==> src/hw/ufcb_consts.svh <==
// Offsets, field positions, reset values and thresholds of the flow-control and bypass block
`ifndef UFCB_CONSTS_SVH
`define UFCB_CONSTS_SVH

// Subsystem memory-space addresses
`define UFCB_SS_CTRL       9'h110
`define UFCB_SS_MCR_WR     9'h130
`define UFCB_SS_FCR_RD     9'h132
`define UFCB_SS_MCR_RD     9'h134
`define UFCB_SS_BYPASS     9'h140

// Host I/O addresses
`define UFCB_H_DATA        3'h0
`define UFCB_H_FCR         3'h2
`define UFCB_H_MCR         3'h4
`define UFCB_H_STAT        3'h5

// Field positions
`define UFCB_CTRL_BYPASS   7
`define UFCB_CTRL_IRQCLR   6
`define UFCB_MCR_AUTOCTS   5
`define UFCB_MCR_RTS       1
`define UFCB_FCR_RXRST     1
`define UFCB_FCR_TXRST     2
`define UFCB_FCR_AUTORTS   4
`define UFCB_FCR_DEEP      5
`define UFCB_FCR_TRIG_HI   7
`define UFCB_FCR_TRIG_LO   6

// Reset values
`define UFCB_CTRL_RST      8'h22
`define UFCB_FCR_RST       8'h00
`define UFCB_MCR_RST       5'h00

// FIFO depths and fill levels
`define UFCB_DEPTH_SHORT   7'h10
`define UFCB_DEPTH_DEEP    7'h40
`define UFCB_RTS_SHORT     7'h0E
`define UFCB_RTS_DEEP      7'h38
`define UFCB_TRIG_S0       7'h01
`define UFCB_TRIG_S1       7'h04
`define UFCB_TRIG_S2       7'h08
`define UFCB_TRIG_S3       7'h0E
`define UFCB_TRIG_D0       7'h01
`define UFCB_TRIG_D1       7'h10
`define UFCB_TRIG_D2       7'h20
`define UFCB_TRIG_D3       7'h38

`endif

==> src/hw/ufcb_pkg.sv <==
// Types shared by the flow-control and bypass block
package ufcb_pkg;
  typedef logic [7:0] ufcb_byte_t;
  typedef logic [8:0] ufcb_ss_addr_t;
  typedef logic [2:0] ufcb_host_addr_t;
  typedef logic [6:0] ufcb_count_t;
endpackage

==> src/hw/ufcb_fifo_if.sv <==
// Write and read sides of one FIFO, with its fill count and flush
interface ufcb_fifo_if #(
  parameter int WIDTH = 8,
  parameter int CW    = 7
);
  logic             wrValid;
  logic             wrReady;
  logic [WIDTH-1:0] wrData;
  logic             rdValid;
  logic             rdReady;
  logic [WIDTH-1:0] rdData;
  logic [CW-1:0]    count;
  logic             flush;

  modport fifo (
    input  wrValid, wrData, rdReady, flush,
    output wrReady, rdValid, rdData, count
  );
  modport user (
    output wrValid, wrData, rdReady, flush,
    input  wrReady, rdValid, rdData, count
  );
endinterface

==> src/hw/ufcb_fifo.sv <==
// Synchronous FIFO with parameterised width and depth
module ufcb_fifo #(
  parameter int WIDTH = 8,
  parameter int DEPTH = 64
) (
  // Clock and reset
  input wire logic  clk_sys,
  input wire logic  rst,
  // Both sides of the buffer
  ufcb_fifo_if.fifo fp
);
  localparam int AW = $clog2(DEPTH);
  localparam int CW = AW + 1;

  logic [WIDTH-1:0] mem [DEPTH];
  logic [AW-1:0]    wrPtr;
  logic [AW-1:0]    rdPtr;
  logic [CW-1:0]    count;
  wire              doWr = fp.wrValid && fp.wrReady;
  wire              doRd = fp.rdReady && fp.rdValid;

  assign fp.wrReady = (count != CW'(DEPTH));
  assign fp.rdValid = (count != '0);
  assign fp.rdData  = mem[rdPtr];
  assign fp.count   = count;

  always_ff @(posedge clk_sys) begin
    if (doWr) begin
      mem[wrPtr] <= fp.wrData;
    end
  end

  // Flush drops everything, including a write in the same cycle
  always_ff @(posedge clk_sys) begin
    if (rst || fp.flush) begin
      wrPtr <= '0;
      rdPtr <= '0;
      count <= '0;
    end else begin
      if (doWr) begin
        wrPtr <= AW'(wrPtr + 1'b1);
      end
      if (doRd) begin
        rdPtr <= AW'(rdPtr + 1'b1);
      end
      count <= CW'(count + CW'(doWr) - CW'(doRd));
    end
  end
endmodule

==> src/hw/ufcb_top.sv <==
// Serial bypass, auto-CTS and auto-RTS around the receiver and transmitter FIFOs
// How it works
// - Bypass bit set: subsystem writes at bypass port fill RX FIFO, reads drain TX FIFO.
// - In bypass, host interrupts continue, but no parity, framing or break events.
// - Auto-CTS: CTS high lets current character finish, then transmitter waits for low.
// - Auto-CTS never alters interrupt generation, priority or clearing.
// - Auto-RTS only with FIFO-control bit 4 high, extend low; independent of trigger.
// - Short FIFO with auto-RTS: 14 received characters clear RTS bit, RTS pin high.
// - Deep FIFO with auto-RTS: 56 received characters clear the RTS bit.
// - Interrupts unchanged by auto-RTS; data-available still fires at trigger level.
// - Extend low: FIFO-control bit 5 picks 64 or 16 bytes; extend high: 16, no auto-RTS.
// - Deep mode trigger select 00,01,10,11 gives levels 1, 16, 32, 56.
// - Reset clears the bypass bit in the subsystem control register.
`include "ufcb_consts.svh"

module ufcb_top #(
  parameter int DEPTH = 64
) (
  // Clock and reset
  input  wire logic                     clk_sys,
  input  wire logic                     rst,
  // Pins
  input  wire logic                     extendPin,
  input  wire logic                     ctsN,
  output logic                          rtsN,
  // Subsystem memory port
  input  wire ufcb_pkg::ufcb_ss_addr_t  ssAddr,
  input  wire logic                     ssWr,
  input  wire logic                     ssRd,
  input  wire ufcb_pkg::ufcb_byte_t     ssWrData,
  output ufcb_pkg::ufcb_byte_t          ssRdData,
  // Host I/O port
  input  wire ufcb_pkg::ufcb_host_addr_t hostAddr,
  input  wire logic                     hostWr,
  input  wire logic                     hostRd,
  input  wire ufcb_pkg::ufcb_byte_t     hostWrData,
  output ufcb_pkg::ufcb_byte_t          hostRdData,
  // Serial engine
  output ufcb_pkg::ufcb_byte_t          serTxData,
  output logic                          serTxValid,
  input  wire logic                     serTxTake,
  input  wire ufcb_pkg::ufcb_byte_t     serRxData,
  input  wire logic                     serRxValid,
  input  wire logic                     serRxParityErr,
  input  wire logic                     serRxFrameErr,
  input  wire logic                     serRxBreak,
  // Interrupt sources to the core
  output logic                          rxDataAvail,
  output logic                          txEmpty,
  output logic                          lineErr,
  output logic                          bypassActive
);
  import ufcb_pkg::*;

  ufcb_fifo_if #(.WIDTH(8), .CW(7)) rxIf ();
  ufcb_fifo_if #(.WIDTH(8), .CW(7)) txIf ();

  ufcb_fifo #(.WIDTH(8), .DEPTH(DEPTH)) rxFifo (
    .clk_sys (clk_sys),
    .rst     (rst),
    .fp      (rxIf.fifo)
  );
  ufcb_fifo #(.WIDTH(8), .DEPTH(DEPTH)) txFifo (
    .clk_sys (clk_sys),
    .rst     (rst),
    .fp      (txIf.fifo)
  );

  function automatic ufcb_count_t trigLevel(input logic deepMode, input logic [1:0] sel);
    ufcb_count_t lvl;
    lvl = `UFCB_TRIG_S0;
    unique case ({deepMode, sel})
      3'h0: lvl = `UFCB_TRIG_S0;
      3'h1: lvl = `UFCB_TRIG_S1;
      3'h2: lvl = `UFCB_TRIG_S2;
      3'h3: lvl = `UFCB_TRIG_S3;
      3'h4: lvl = `UFCB_TRIG_D0;
      3'h5: lvl = `UFCB_TRIG_D1;
      3'h6: lvl = `UFCB_TRIG_D2;
      3'h7: lvl = `UFCB_TRIG_D3;
    endcase
    return lvl;
  endfunction

  // Pin synchronisers; CTS resets inactive so nothing is sent before it is seen
  logic extendMeta;
  logic extendSync;
  logic ctsMeta;
  logic ctsSync;

  always_ff @(posedge clk_sys) begin
    if (rst) begin
      extendMeta <= 1'b0;
      extendSync <= 1'b0;
      ctsMeta    <= 1'b1;
      ctsSync    <= 1'b1;
    end else begin
      extendMeta <= extendPin;
      extendSync <= extendMeta;
      ctsMeta    <= ctsN;
      ctsSync    <= ctsMeta;
    end
  end

  // Control state
  ufcb_byte_t ctrl;
  ufcb_byte_t fifo_control_reg;
  logic [4:0] subsystem_modem_control_view;
  logic       autoCts;
  logic       holdFull;

  // Address decode
  wire ssCtrlWr  = ssWr && (ssAddr == `UFCB_SS_CTRL);
  wire ssMcrWr   = ssWr && (ssAddr == `UFCB_SS_MCR_WR);
  wire bypassOn  = ctrl[`UFCB_CTRL_BYPASS];
  wire bypassWr  = ssWr && (ssAddr == `UFCB_SS_BYPASS) && bypassOn;
  wire bypassRd  = ssRd && (ssAddr == `UFCB_SS_BYPASS) && bypassOn;
  wire hostDatWr = hostWr && (hostAddr == `UFCB_H_DATA);
  wire hostDatRd = hostRd && (hostAddr == `UFCB_H_DATA);
  wire hostFcrWr = hostWr && (hostAddr == `UFCB_H_FCR);
  wire hostMcrWr = hostWr && (hostAddr == `UFCB_H_MCR);

  // FIFO mode selection
  wire         deepMode = fifo_control_reg[`UFCB_FCR_DEEP] && !extendSync;
  wire         autoRts  = fifo_control_reg[`UFCB_FCR_AUTORTS] && !extendSync;
  wire [6:0]   fifoLim  = deepMode ? `UFCB_DEPTH_DEEP : `UFCB_DEPTH_SHORT;
  wire [6:0]   rtsLevel = deepMode ? `UFCB_RTS_DEEP : `UFCB_RTS_SHORT;
  wire [6:0]   rxTrig   = trigLevel(deepMode,
                                    {fifo_control_reg[`UFCB_FCR_TRIG_HI], fifo_control_reg[`UFCB_FCR_TRIG_LO]});
  wire         rtsHit   = autoRts && (rxIf.count >= rtsLevel);

  // Receive path: bypass writes replace the serial receiver
  wire         serRxUse = serRxValid && !bypassOn;
  wire         rxWant   = bypassWr || serRxUse;
  wire         rxRoom   = (rxIf.count < fifoLim) && rxIf.wrReady;
  wire         rxDrop   = rxWant && !rxRoom;
  wire         serRxErr = serRxUse && (serRxParityErr || serRxFrameErr || serRxBreak);

  assign rxIf.wrValid = rxWant && rxRoom;
  assign rxIf.wrData  = bypassWr ? ssWrData : serRxData;
  assign rxIf.rdReady = hostDatRd;
  assign rxIf.flush   = hostFcrWr && hostWrData[`UFCB_FCR_RXRST];

  // Transmit path: bypass reads replace the serial transmitter
  wire         txRoom    = (txIf.count < fifoLim) && txIf.wrReady;
  wire         txTaken   = serTxValid && serTxTake;
  wire         txLoad    = !bypassOn && !holdFull && txIf.rdValid;
  wire         ctsBlock  = autoCts && ctsSync;
  wire         next_holdFull = (holdFull && !txTaken) || txLoad;

  assign txIf.wrValid = hostDatWr && txRoom;
  assign txIf.wrData  = hostWrData;
  assign txIf.rdReady = bypassRd || txLoad;
  assign txIf.flush   = hostFcrWr && hostWrData[`UFCB_FCR_TXRST];

  // Register views
  wire ufcb_byte_t mcrView = {2'b00, autoCts, subsystem_modem_control_view};
  wire ufcb_byte_t fcrView = {fifo_control_reg[`UFCB_FCR_TRIG_HI:`UFCB_FCR_TRIG_LO],
                              !(fifo_control_reg[`UFCB_FCR_DEEP] && !extendSync),
                              !(fifo_control_reg[`UFCB_FCR_AUTORTS] && !extendSync),
                              1'b0, 2'b11, fifo_control_reg[0]};
  wire ufcb_byte_t ctrlView = {ctrl[7], 1'b0, ctrl[5:0]};
  wire ufcb_byte_t bypassView = txIf.rdValid ? txIf.rdData : 8'h00;
  wire         txIdle   = !txIf.rdValid && !holdFull;
  wire ufcb_byte_t statView = {1'b0, txIdle, txIdle, 4'h0, rxIf.rdValid};

  wire ufcb_byte_t next_ssRdData =
    !ssRd                          ? ssRdData :
    (ssAddr == `UFCB_SS_CTRL)      ? ctrlView :
    (ssAddr == `UFCB_SS_FCR_RD)    ? fcrView :
    (ssAddr == `UFCB_SS_MCR_RD)    ? mcrView :
    bypassRd                       ? bypassView : 8'h00;
  wire ufcb_byte_t next_hostRdData =
    !hostRd                        ? hostRdData :
    hostDatRd                      ? (rxIf.rdValid ? rxIf.rdData : 8'h00) :
    (hostAddr == `UFCB_H_MCR)      ? mcrView :
    (hostAddr == `UFCB_H_STAT)     ? statView : 8'h00;

  // Subsystem-owned bits
  always_ff @(posedge clk_sys) begin
    if (rst) begin
      ctrl    <= `UFCB_CTRL_RST;
      autoCts <= 1'b0;
    end else begin
      if (ssCtrlWr) begin
        ctrl <= ssWrData;
      end
      if (ssMcrWr) begin
        autoCts <= ssWrData[`UFCB_MCR_AUTOCTS];
      end
    end
  end

  // Host-owned bits; a host write of RTS in the same cycle beats the automatic clear
  always_ff @(posedge clk_sys) begin
    if (rst) begin
      fifo_control_reg <= `UFCB_FCR_RST;
      subsystem_modem_control_view <= `UFCB_MCR_RST;
    end else begin
      if (hostFcrWr) begin
        fifo_control_reg <= hostWrData;
      end
      if (hostMcrWr) begin
        subsystem_modem_control_view <= hostWrData[4:0];
      end else if (rtsHit) begin
        subsystem_modem_control_view[`UFCB_MCR_RTS] <= 1'b0;
      end
    end
  end

  // Transmit holding stage: a withheld character has not started, so it is safe to pull back
  always_ff @(posedge clk_sys) begin
    if (rst) begin
      holdFull   <= 1'b0;
      serTxValid <= 1'b0;
      serTxData  <= 8'h00;
    end else begin
      holdFull   <= next_holdFull;
      serTxValid <= next_holdFull && !ctsBlock && !bypassOn;
      if (txLoad) begin
        serTxData <= txIf.rdData;
      end
    end
  end

  // Outputs; interrupt sources ignore both automatic flow-control modes
  always_ff @(posedge clk_sys) begin
    if (rst) begin
      rtsN         <= 1'b1;
      ssRdData     <= 8'h00;
      hostRdData   <= 8'h00;
      rxDataAvail  <= 1'b0;
      txEmpty      <= 1'b1;
      lineErr      <= 1'b0;
      bypassActive <= 1'b0;
    end else begin
      rtsN         <= !subsystem_modem_control_view[`UFCB_MCR_RTS];
      ssRdData     <= next_ssRdData;
      hostRdData   <= next_hostRdData;
      rxDataAvail  <= (rxIf.count >= rxTrig);
      txEmpty      <= txIdle;
      lineErr      <= serRxErr || rxDrop;
      bypassActive <= bypassOn;
    end
  end
endmodule

==> config.mk <==
export PLATFORM = sky130hd
export DESIGN_NAME = ufcb_top
export DESIGN_NICKNAME = d
export VERILOG_FILES = /design/src/hw/ufcb_pkg.sv /design/src/hw/ufcb_fifo_if.sv /design/src/hw/ufcb_fifo.sv /design/src/hw/ufcb_top.sv
export VERILOG_INCLUDE_DIRS = /design/src /design/src/hw
export SDC_FILE = /design/constraint.sdc
export NUM_CORES = 1
export LEC_CHECK = 0
export BUFFER_PORTS_ARGS = -buffer_cell sky130_fd_sc_hd__buf_2
export CORE_UTILIZATION = 45
export DETAILED_ROUTE_END_ITERATION = 12
export PLACE_DENSITY_LB_ADDON = 0.08
export SLEW_MARGIN = 20
export SYNTH_ARGS = -nofsm -noshare
export SYNTH_HDL_FRONTEND = slang
export SYNTH_SLANG_ARGS = --single-unit
==> constraint.sdc <==
create_clock -name clk_sys -period 7.6 [get_ports clk_sys]
set_input_delay 1.14 -clock clk_sys [delete_from_list [all_inputs] [get_ports clk_sys]]
set_output_delay 1.14 -clock clk_sys [all_outputs]
set_load 0.005 [all_outputs]
==> results of run 1 <==
cells by family after synthesis:
group	Yosys count
AO/OA/AOI/OAI	241
XOR/XNOR	25
adder cells (fa/ha/maj)	37
buffers and inverters	166
flip-flops	1127
multiplexers	324
AND/OR/NAND/NOR	530
layout make-up:
class | count | area, um2
timing repair buffer | 114 | 711
clock inverter | 67 | 729
sequential | 1127 | 32800
tap | 1287 | 1610
fill | 7894 | 48300
inverter | 37 | 139
antenna | 1 | 2.50
clock buffer | 138 | 2980
multi-input combinational | 1157 | 11200
power groups by stage:
stage	registers (uW)	logic, uW	clock network (uW)
CTS	7010	2050	5710
global placement	7140	2040	0
finish	7010	2030	5630
floorplan	7040	1470	0
global route	7020	2170	5930
detailed placement	7140	2040	0
Yosys cell counts (all sizes together), types with 18 or more instances:
| master | count |
|---|---|
| o21ai | 31 |
| mux4 | 241 |
| o22ai | 29 |
| clkbuf | 44 |
| nand2b | 18 |
| nand3 | 44 |
| nor2 | 218 |
| dfxtp | 103 |
| ha | 35 |
| buf | 85 |
| nand2 | 95 |
| edfxtp | 1024 |
| inv | 36 |
| nor2b | 46 |
| mux2i | 69 |
| a21oi | 42 |
layer usage:
layer  up-vias  wire, um  GRT usage
met5         -        41          0
met4         6      3750     0.0740
li1      10053         -          -
met1     12338     49200      0.322
met3       208      7540     0.0431
met2       889     59500      0.397
how the worst min path moves through the flow:
stage	cells past startpoint	to	slack (ns)	from
after floorplan	1	ctsSync	0.39	ctsMeta
after global placement	1	ctsSync	0.40	ctsMeta
after detailed placement	1	ctsSync	0.40	ctsMeta
after CTS	1	ctsSync	0.41	ctsMeta
after global routing	1	ctsSync	0.43	ctsMeta
final	1	ctsSync	0.41	ctsMeta
through the flow:
step,total power (uW),hold slack (ns),instance area [um2],util,instances
detailed placement,9180,0.398,46500,0.472,3722
global placement,9170,0.400,46500,0.472,3722
global route,15100,0.425,50200,0.510,3927
CTS,14800,0.412,50200,0.510,3927
floorplan,8510,0.389,44900,-,2450
finish,14700,0.413,50200,0.510,3928
worst max-delay path: stages, from the launching register on:
cell and delay [ns]:
sky130_fd_sc_hd__dfxtp_1 0.34, sky130_fd_sc_hd__nand2b_1 0.42, sky130_fd_sc_hd__ha_1 0.33, sky130_fd_sc_hd__a221oi_1 0.33
sky130_fd_sc_hd__nor2b_1 0.23, sky130_fd_sc_hd__buf_4 0.21, sky130_fd_sc_hd__nand3_1 0.75, sky130_fd_sc_hd__nor2_1 0.90
==> summary.txt, run 1 <==
DRT
-----------------------------------------------------------------------------------------------------
Routed wire length                                                                          120000 um
Total number of vias                                                                            23494
Number of DRC markers in iteration 0                                                             2170
Routed wire length per instance                                                               30.6 um
Average vias per placed instance                                                                 5.98
Antenna violation net count after detailed routing                                                  0
DRT Pass-1 Iters                                                                                    5
Number of DRC violations after detailed routing                                                     0

CLOCK TREE
-----------------------------------------------------------------------------------------------------
H-tree Lvls                                                                                         3
CTS tree                                                                                          yes
Clock Sink Count                                                                                 1127
Clock Latency Late Sink                                                                       0.69 ns
Clock buffers created by TritonCTS                                                                112
Hold-fix buffer count after cts                                                                     0
Post-CTS Repair Setup Buffers                                                                       0
CTS root buf                                                                             sky130_fd_sc_hd__clkbuf_16
Clock Path Buffers                                                                                  3
Cells resized by post-CTS repair                                                                    0
CTS clk-pin slew, worst paths                                                                 0.06 ns

STA
-----------------------------------------------------------------------------------------------------
Number of endpoints with negative hold slack in the final report                                    0
Fin. max-slew vios                                                                                  0
Final setup margin                                                                            3.69 ns
Final period utilization                                                                        0.514
Period minus WS final                                                                         3.91 ns
Worst relative slew slack                                                                       0.314
Slew at the pin with the worst max-slew slack                                                 1.02 ns
Post-Route Setup TNS                                                                             0 ns
RSZ-0062 raised after global routing                                                               no
Final setup violating endpoints                                                                     0
Skew final                                                                                  0.0193 ns
Max Fclk                                                                                      256 MHz

CELLS AND AREA
-----------------------------------------------------------------------------------------------------
Most frequent standard cell in the layout excluding fill and tap cells                   sky130_fd_sc_hd__edfxtp_1
Number of nets in the final layout                                                               2635
Ratio of cells with drive above 1 in the final layout                                           0.216
Synth-to-layout area growth                                                                     11.9%
Commonest cells after routing, fill and taps aside                                       sky130_fd_sc_hd__edfxtp_1, sky130_fd_sc_hd__mux4_2, sky130_fd_sc_hd__nor2_1
Largest registers                                                                        rxFifo.mem x512, txFifo.mem x512

PWR
-----------------------------------------------------------------------------------------------------
Static leakage power                                                                        0.0155 uW
Clock group share of total power                                                                0.384
Worst IR drop on VDD                                                                           224 uV
Proportion of power drawn by combinational gates                                                0.138
Flop pwr share                                                                                  0.478
Switching part of the total                                                                     0.249
Internal                                                                                     11000 uW
Switching power of the nets                                                                   3650 uW
Pwr dens                                                                                   292 mW/mm2

SYNTH
-----------------------------------------------------------------------------------------------------
Fraction of synthesis flops using an asynchronous set or reset pin                                  0
Post-Synthesis Cell Area                                                                   0.0449 mm2
Number of enable-type register cells in the synthesized netlist                                  1024
Post-synthesis compound-gate area fraction                                                     0.0376
Number of register bits inferred by synthesis                                                    1127
Total nets after synthesis                                                                       2536
Fraction of synthesized cell area in xor and xnor cells                                       0.00488
Predominant post-synthesis flop cell                                                     sky130_fd_sc_hd__edfxtp_1
Mux share of post-synthesis cell area                                                           0.140
Main combinational cell family by area after synthesis                                   multiplexers
Share of synthesized area occupied by flip-flops and latches                                    0.731
Warnings, synthesis                                                                                 0
Post-Syn Area per Cell                                                                       18.3 um2
Post-synthesis share of cell area spent on full adders, half adders and majority gates         0.0106
Count of distinct cell types in the synthesized netlist                                            80
Basic-gate share of the synthesized area counting and, or, nand and nor cells                  0.0570
Syn Inst Count                                                                                   2450
Main area contributors after synthesis                                                   sky130_fd_sc_hd__edfxtp_1, sky130_fd_sc_hd__mux4_2, sky130_fd_sc_hd__dfxtp_1, sky130_fd_sc_hd__nor2_1, sky130_fd_sc_hd__mux2i_1
Biggest area consumer among synthesized cells                                            sky130_fd_sc_hd__edfxtp_1
Proportion of netlist area held by the largest area contributor                                 0.685

SETUP PATH
-----------------------------------------------------------------------------------------------------
Endpoint of the most critical register-to-register path                                  rxFifo.mem[63][2]
Critical path start-end classification                                                        reg2reg
Capture point of the worst path                                                          rxFifo.mem[63][2]
Origin of the critical flop-to-flop path                                                   extendSync
Logic depth of the worst register-to-register path                                                  7
CP Max Fanout                                                                                      11
Flop-to-flop setup slack                                                                      3.69 ns
Required time of the critical path                                                            7.90 ns
Type of origin of the critical path                                                              flop
Sort of element at the end of the critical path                                                  flop
WP data arrival                                                                               4.21 ns
Critical Path Source                                                                       extendSync

PLACEMENT
-----------------------------------------------------------------------------------------------------
Setup WS pre-CTS                                                                              3.07 ns
Post-DP HPWL                                                                                 76500 um
Port buffer count                                                                                  78
GP Congestion                                                                                   0.941

FLOORPLAN
-----------------------------------------------------------------------------------------------------
Die height                                                                                     318 um
Rows                                                                                              115
Core outline area                                                                          0.0986 mm2
Horiz. Die Dim                                                                                 318 um
DIE AREA                                                                                    0.101 mm2
Number of I/O pins                                                                                 79
Starting density of the core                                                                    0.456

WORST HOLD PATH
-----------------------------------------------------------------------------------------------------
Worst hold path class                                                                         reg2reg

GLOBAL ROUTE
-----------------------------------------------------------------------------------------------------
Overall global routing resource usage                                                           0.240
First-pass GRT wire length                                                                  174000 um
Via count of the first global-routing pass                                                      23874
Pin count of the biggest net entering global routing                                               96
Antenna violations before repair                                                                    4
GRT overflow                                                                                        0

STATUS
-----------------------------------------------------------------------------------------------------
Result of the run                                                                        finished clean

JOB
-----------------------------------------------------------------------------------------------------
Number of maximum-capacitance constraint violations                                                 0

Note: power is estimated with default switching activity, not from simulation.
==> inputs of run 2 (changes only) <==
==> constraint.sdc (replaced) <==
create_clock -name clk_sys -period 3.3 [get_ports clk_sys]
set_input_delay 0.495 -clock clk_sys [delete_from_list [all_inputs] [get_ports clk_sys]]
set_output_delay 0.495 -clock clk_sys [all_outputs]
set_load 0.005 [all_outputs]
==> summary.txt, run 2 (synthesis results as in run 1) <==
SETUP PATH
-------------------------------------------------------------------------------------
Endpoint of the most critical register-to-register path                  txFifo.fp.count[6]
Cell type with the highest occurrence count on the critical path         sky130_fd_sc_hd__a21oi_1
Logic depth of the worst register-to-register path                                 13
Type of origin of the critical path                                              flop
Worst stage delay on the critical path                                        0.44 ns
Flop-to-flop setup slack                                                      0.20 ns
Max stage delay cell, worst path                                         sky130_fd_sc_hd__fa_1
Sort of element at the end of the critical path                                  flop
WP data arrival                                                               3.72 ns
Critical path start-end classification                                        reg2reg
Top cell family by delay on the critical path                             adder cells
Required time of the critical path                                            3.92 ns
Origin of the critical flop-to-flop path                                   extendSync
CP Max Fanout                                                                       7
Number of buffers and inverters on the critical path                                1
Critical Path, Cell by Cell                                              nand2b_1 -> buf_4 -> ha_1 -> o31ai_1 -> o211a_1 -> ha_1 -> fa_1 -> a21oi_1 -> o21bai_1 -> a21oi_1 -> nor2_1 -> or3_1 -> a21oi_1
Cell depth of the worst setup path                                                 13

STA
-------------------------------------------------------------------------------------
Max Fclk                                                                      322 MHz
Final setup violating endpoints                                                     0
Final period utilization                                                        0.940
Number of endpoints with negative hold slack in the final report                    0
Period minus WS final                                                         3.10 ns
Skew final                                                                  0.0248 ns
Fin. max-slew vios                                                                  0
Worst relative slew slack                                                       0.386
Slew at the pin with the worst max-slew slack                                0.919 ns

CELLS AND AREA
-------------------------------------------------------------------------------------
Synth-to-layout area growth                                                     16.7%
Final-layout fill cell count                                                     7845
Largest registers                                                        rxFifo.mem x512, txFifo.mem x512
Ratio of cells with drive above 1 in the final layout                           0.286
Most frequent standard cell in the layout excluding fill and tap cells   sky130_fd_sc_hd__edfxtp_1
Reg area                                                                   0.0328 mm2
Commonest cells after routing, fill and taps aside                       sky130_fd_sc_hd__edfxtp_1, sky130_fd_sc_hd__buf_4, sky130_fd_sc_hd__mux4_2
Finished Cell Area                                                         0.0524 mm2
Finished Core Util                                                              0.532
Multi-input gate area                                                      0.0112 mm2
Number of nets in the final layout                                               2891

FLOORPLAN
-------------------------------------------------------------------------------------
Horiz. Die Dim                                                                 318 um
Number of I/O pins                                                                 79
DIE AREA                                                                    0.101 mm2
Core outline area                                                          0.0986 mm2
Die height                                                                     318 um
Rows                                                                              115
Starting density of the core                                                    0.456

DRT
-------------------------------------------------------------------------------------
Number of DRC violations after detailed routing                                     0
Number of DRC markers in iteration 0                                             2205
Routed wire length per instance                                               28.6 um
Antenna violation net count after detailed routing                                  0
Average vias per placed instance                                                 5.77
DRT Pass-1 Iters                                                                    5
Total number of vias                                                            24183
Routed wire length                                                          120000 um

CLOCK TREE
-------------------------------------------------------------------------------------
H-tree Lvls                                                                         3
CTS tree                                                                          yes
CTS clk-pin slew, worst paths                                                 0.06 ns
Clock Sink Count                                                                 1127
Clock Latency Late Sink                                                       0.69 ns
CTS root buf                                                             sky130_fd_sc_hd__clkbuf_16
Clock buffers created by TritonCTS                                                116
Clock Path Buffers                                                                  3

PWR
-------------------------------------------------------------------------------------
Clock group share of total power                                                0.381
Pwr dens                                                                   657 mW/mm2
Flop pwr share                                                                  0.468
Worst IR drop on VDD                                                           452 uV
Switching part of the total                                                     0.250
Internal                                                                     25800 uW
Switching power of the nets                                                   8600 uW
Static leakage power                                                        0.0169 uW
Proportion of power drawn by combinational gates                                0.151

GLOBAL ROUTE
-------------------------------------------------------------------------------------
Pin count of the biggest net entering global routing                               67
GRT overflow                                                                        0
Antenna violations before repair                                                    4
First-pass GRT wire length                                                  175000 um
Overall global routing resource usage                                           0.239
Via count of the first global-routing pass                                      24551

PLACEMENT
-------------------------------------------------------------------------------------
Port buffer count                                                                  78
Post-DP HPWL                                                                 81800 um
GP Congestion                                                                   0.938
Dpl cell area                                                              0.0485 mm2

WORST HOLD PATH
-------------------------------------------------------------------------------------
Startpoint of the most critical hold path                                 ssWrData[4]
Worst hold path class                                                          in2reg
Hold Crit Depth                                                                     3
Capture endpoint of the worst hold path                                       ctrl[4]

STATUS
-------------------------------------------------------------------------------------
Result of the run                                                        finished clean

JOB
-------------------------------------------------------------------------------------
Number of maximum-capacitance constraint violations                                 0

==> run 2: tightest hold or removal path: stages <==
cell,delay [ns]
sky130_fd_sc_hd__buf_2,0.11
sky130_fd_sc_hd__nand3_1,0.07
sky130_fd_sc_hd__a21oi_1,0.05
==> run 2: how the worst max path moves through the flow <==
stage / slack, ns / startpoint / to
6_report: 0.20 / extendSync / txFifo.fp.count[6]
5_1_grt: -0.01 / rxFifo.fp.count[2] / rxFifo.fp.count[6]
4_1_cts: 0.11 / rxFifo.fp.count[4] / rxFifo.fp.count[6]
3_5_place_dp: 0.06 / ssAddr[0] / txFifo.fp.count[6]
3_3_place_gp: 0.04 / ssAddr[0] / txFifo.fp.count[6]
2_1_floorplan: 0.03 / ssAddr[1] / txFifo.fp.count[6]
==> run 2: area by class of cell <==
| type | count | area share |
|---|---|---|
| flip-flops and latches | 1127 | 0.627 |
| multi-input cells | 1157 | 0.215 |
| clock buffers | 142 | 0.0586 |
| repair buffers | 366 | 0.0523 |
| well taps | 1287 | 0.0307 |
| clock inverters | 74 | 0.0143 |
| inverters | 37 | 0.00265 |
| diodes | 2 | 0.0000955 |
==> run 2: power by group through the flow <==
stage,sequential (uW),combinational (uW),clock [uW]
6_report,16100,5190,13100
5_1_grt,16100,5570,13900
4_1_cts,16100,5190,13400
3_5_place_dp,16400,5160,0
3_3_place_gp,16400,5120,0
2_1_floorplan,16200,3380,0
==> run 2: per-stage QoR <==
| step | total power [uW] | setup WS, ns | setup TNS [ns] | cells | hold WS [ns] |
|---|---|---|---|---|---|
| finish | 34400 | 0.198 | 0 | 4192 | 0.0930 |
| global route | 35600 | -0.0113 | -0.0113 | 4190 | 0.0803 |
| CTS | 34700 | 0.115 | 0 | 4188 | 0.0293 |
| detailed placement | 21600 | 0.0591 | 0 | 3969 | 0.402 |
| global placement | 21500 | 0.0419 | 0 | 3969 | 0.404 |
| floorplan | 19600 | 0.0332 | 0 | 2450 | 0.389 |
==> run 2: what timing repair did <==
item	in CTS	in global routing
endpoints found under the setup margin	0	68
hold endpoints to repair	3	0
buffers inserted	0	2
resized for setup	0	6
hold buffers	3	0
==> run 2: per-layer routing <==
layer / GRT usage / routed length [um] / vias to the layer above
met3: 0.0357 / 6080 / 193
met5: 0 / 28 / -
met4: 0.0807 / 4040 / 4
li1: - / - / 10558
met1: 0.323 / 50600 / 12635
met2: 0.397 / 59300 / 793
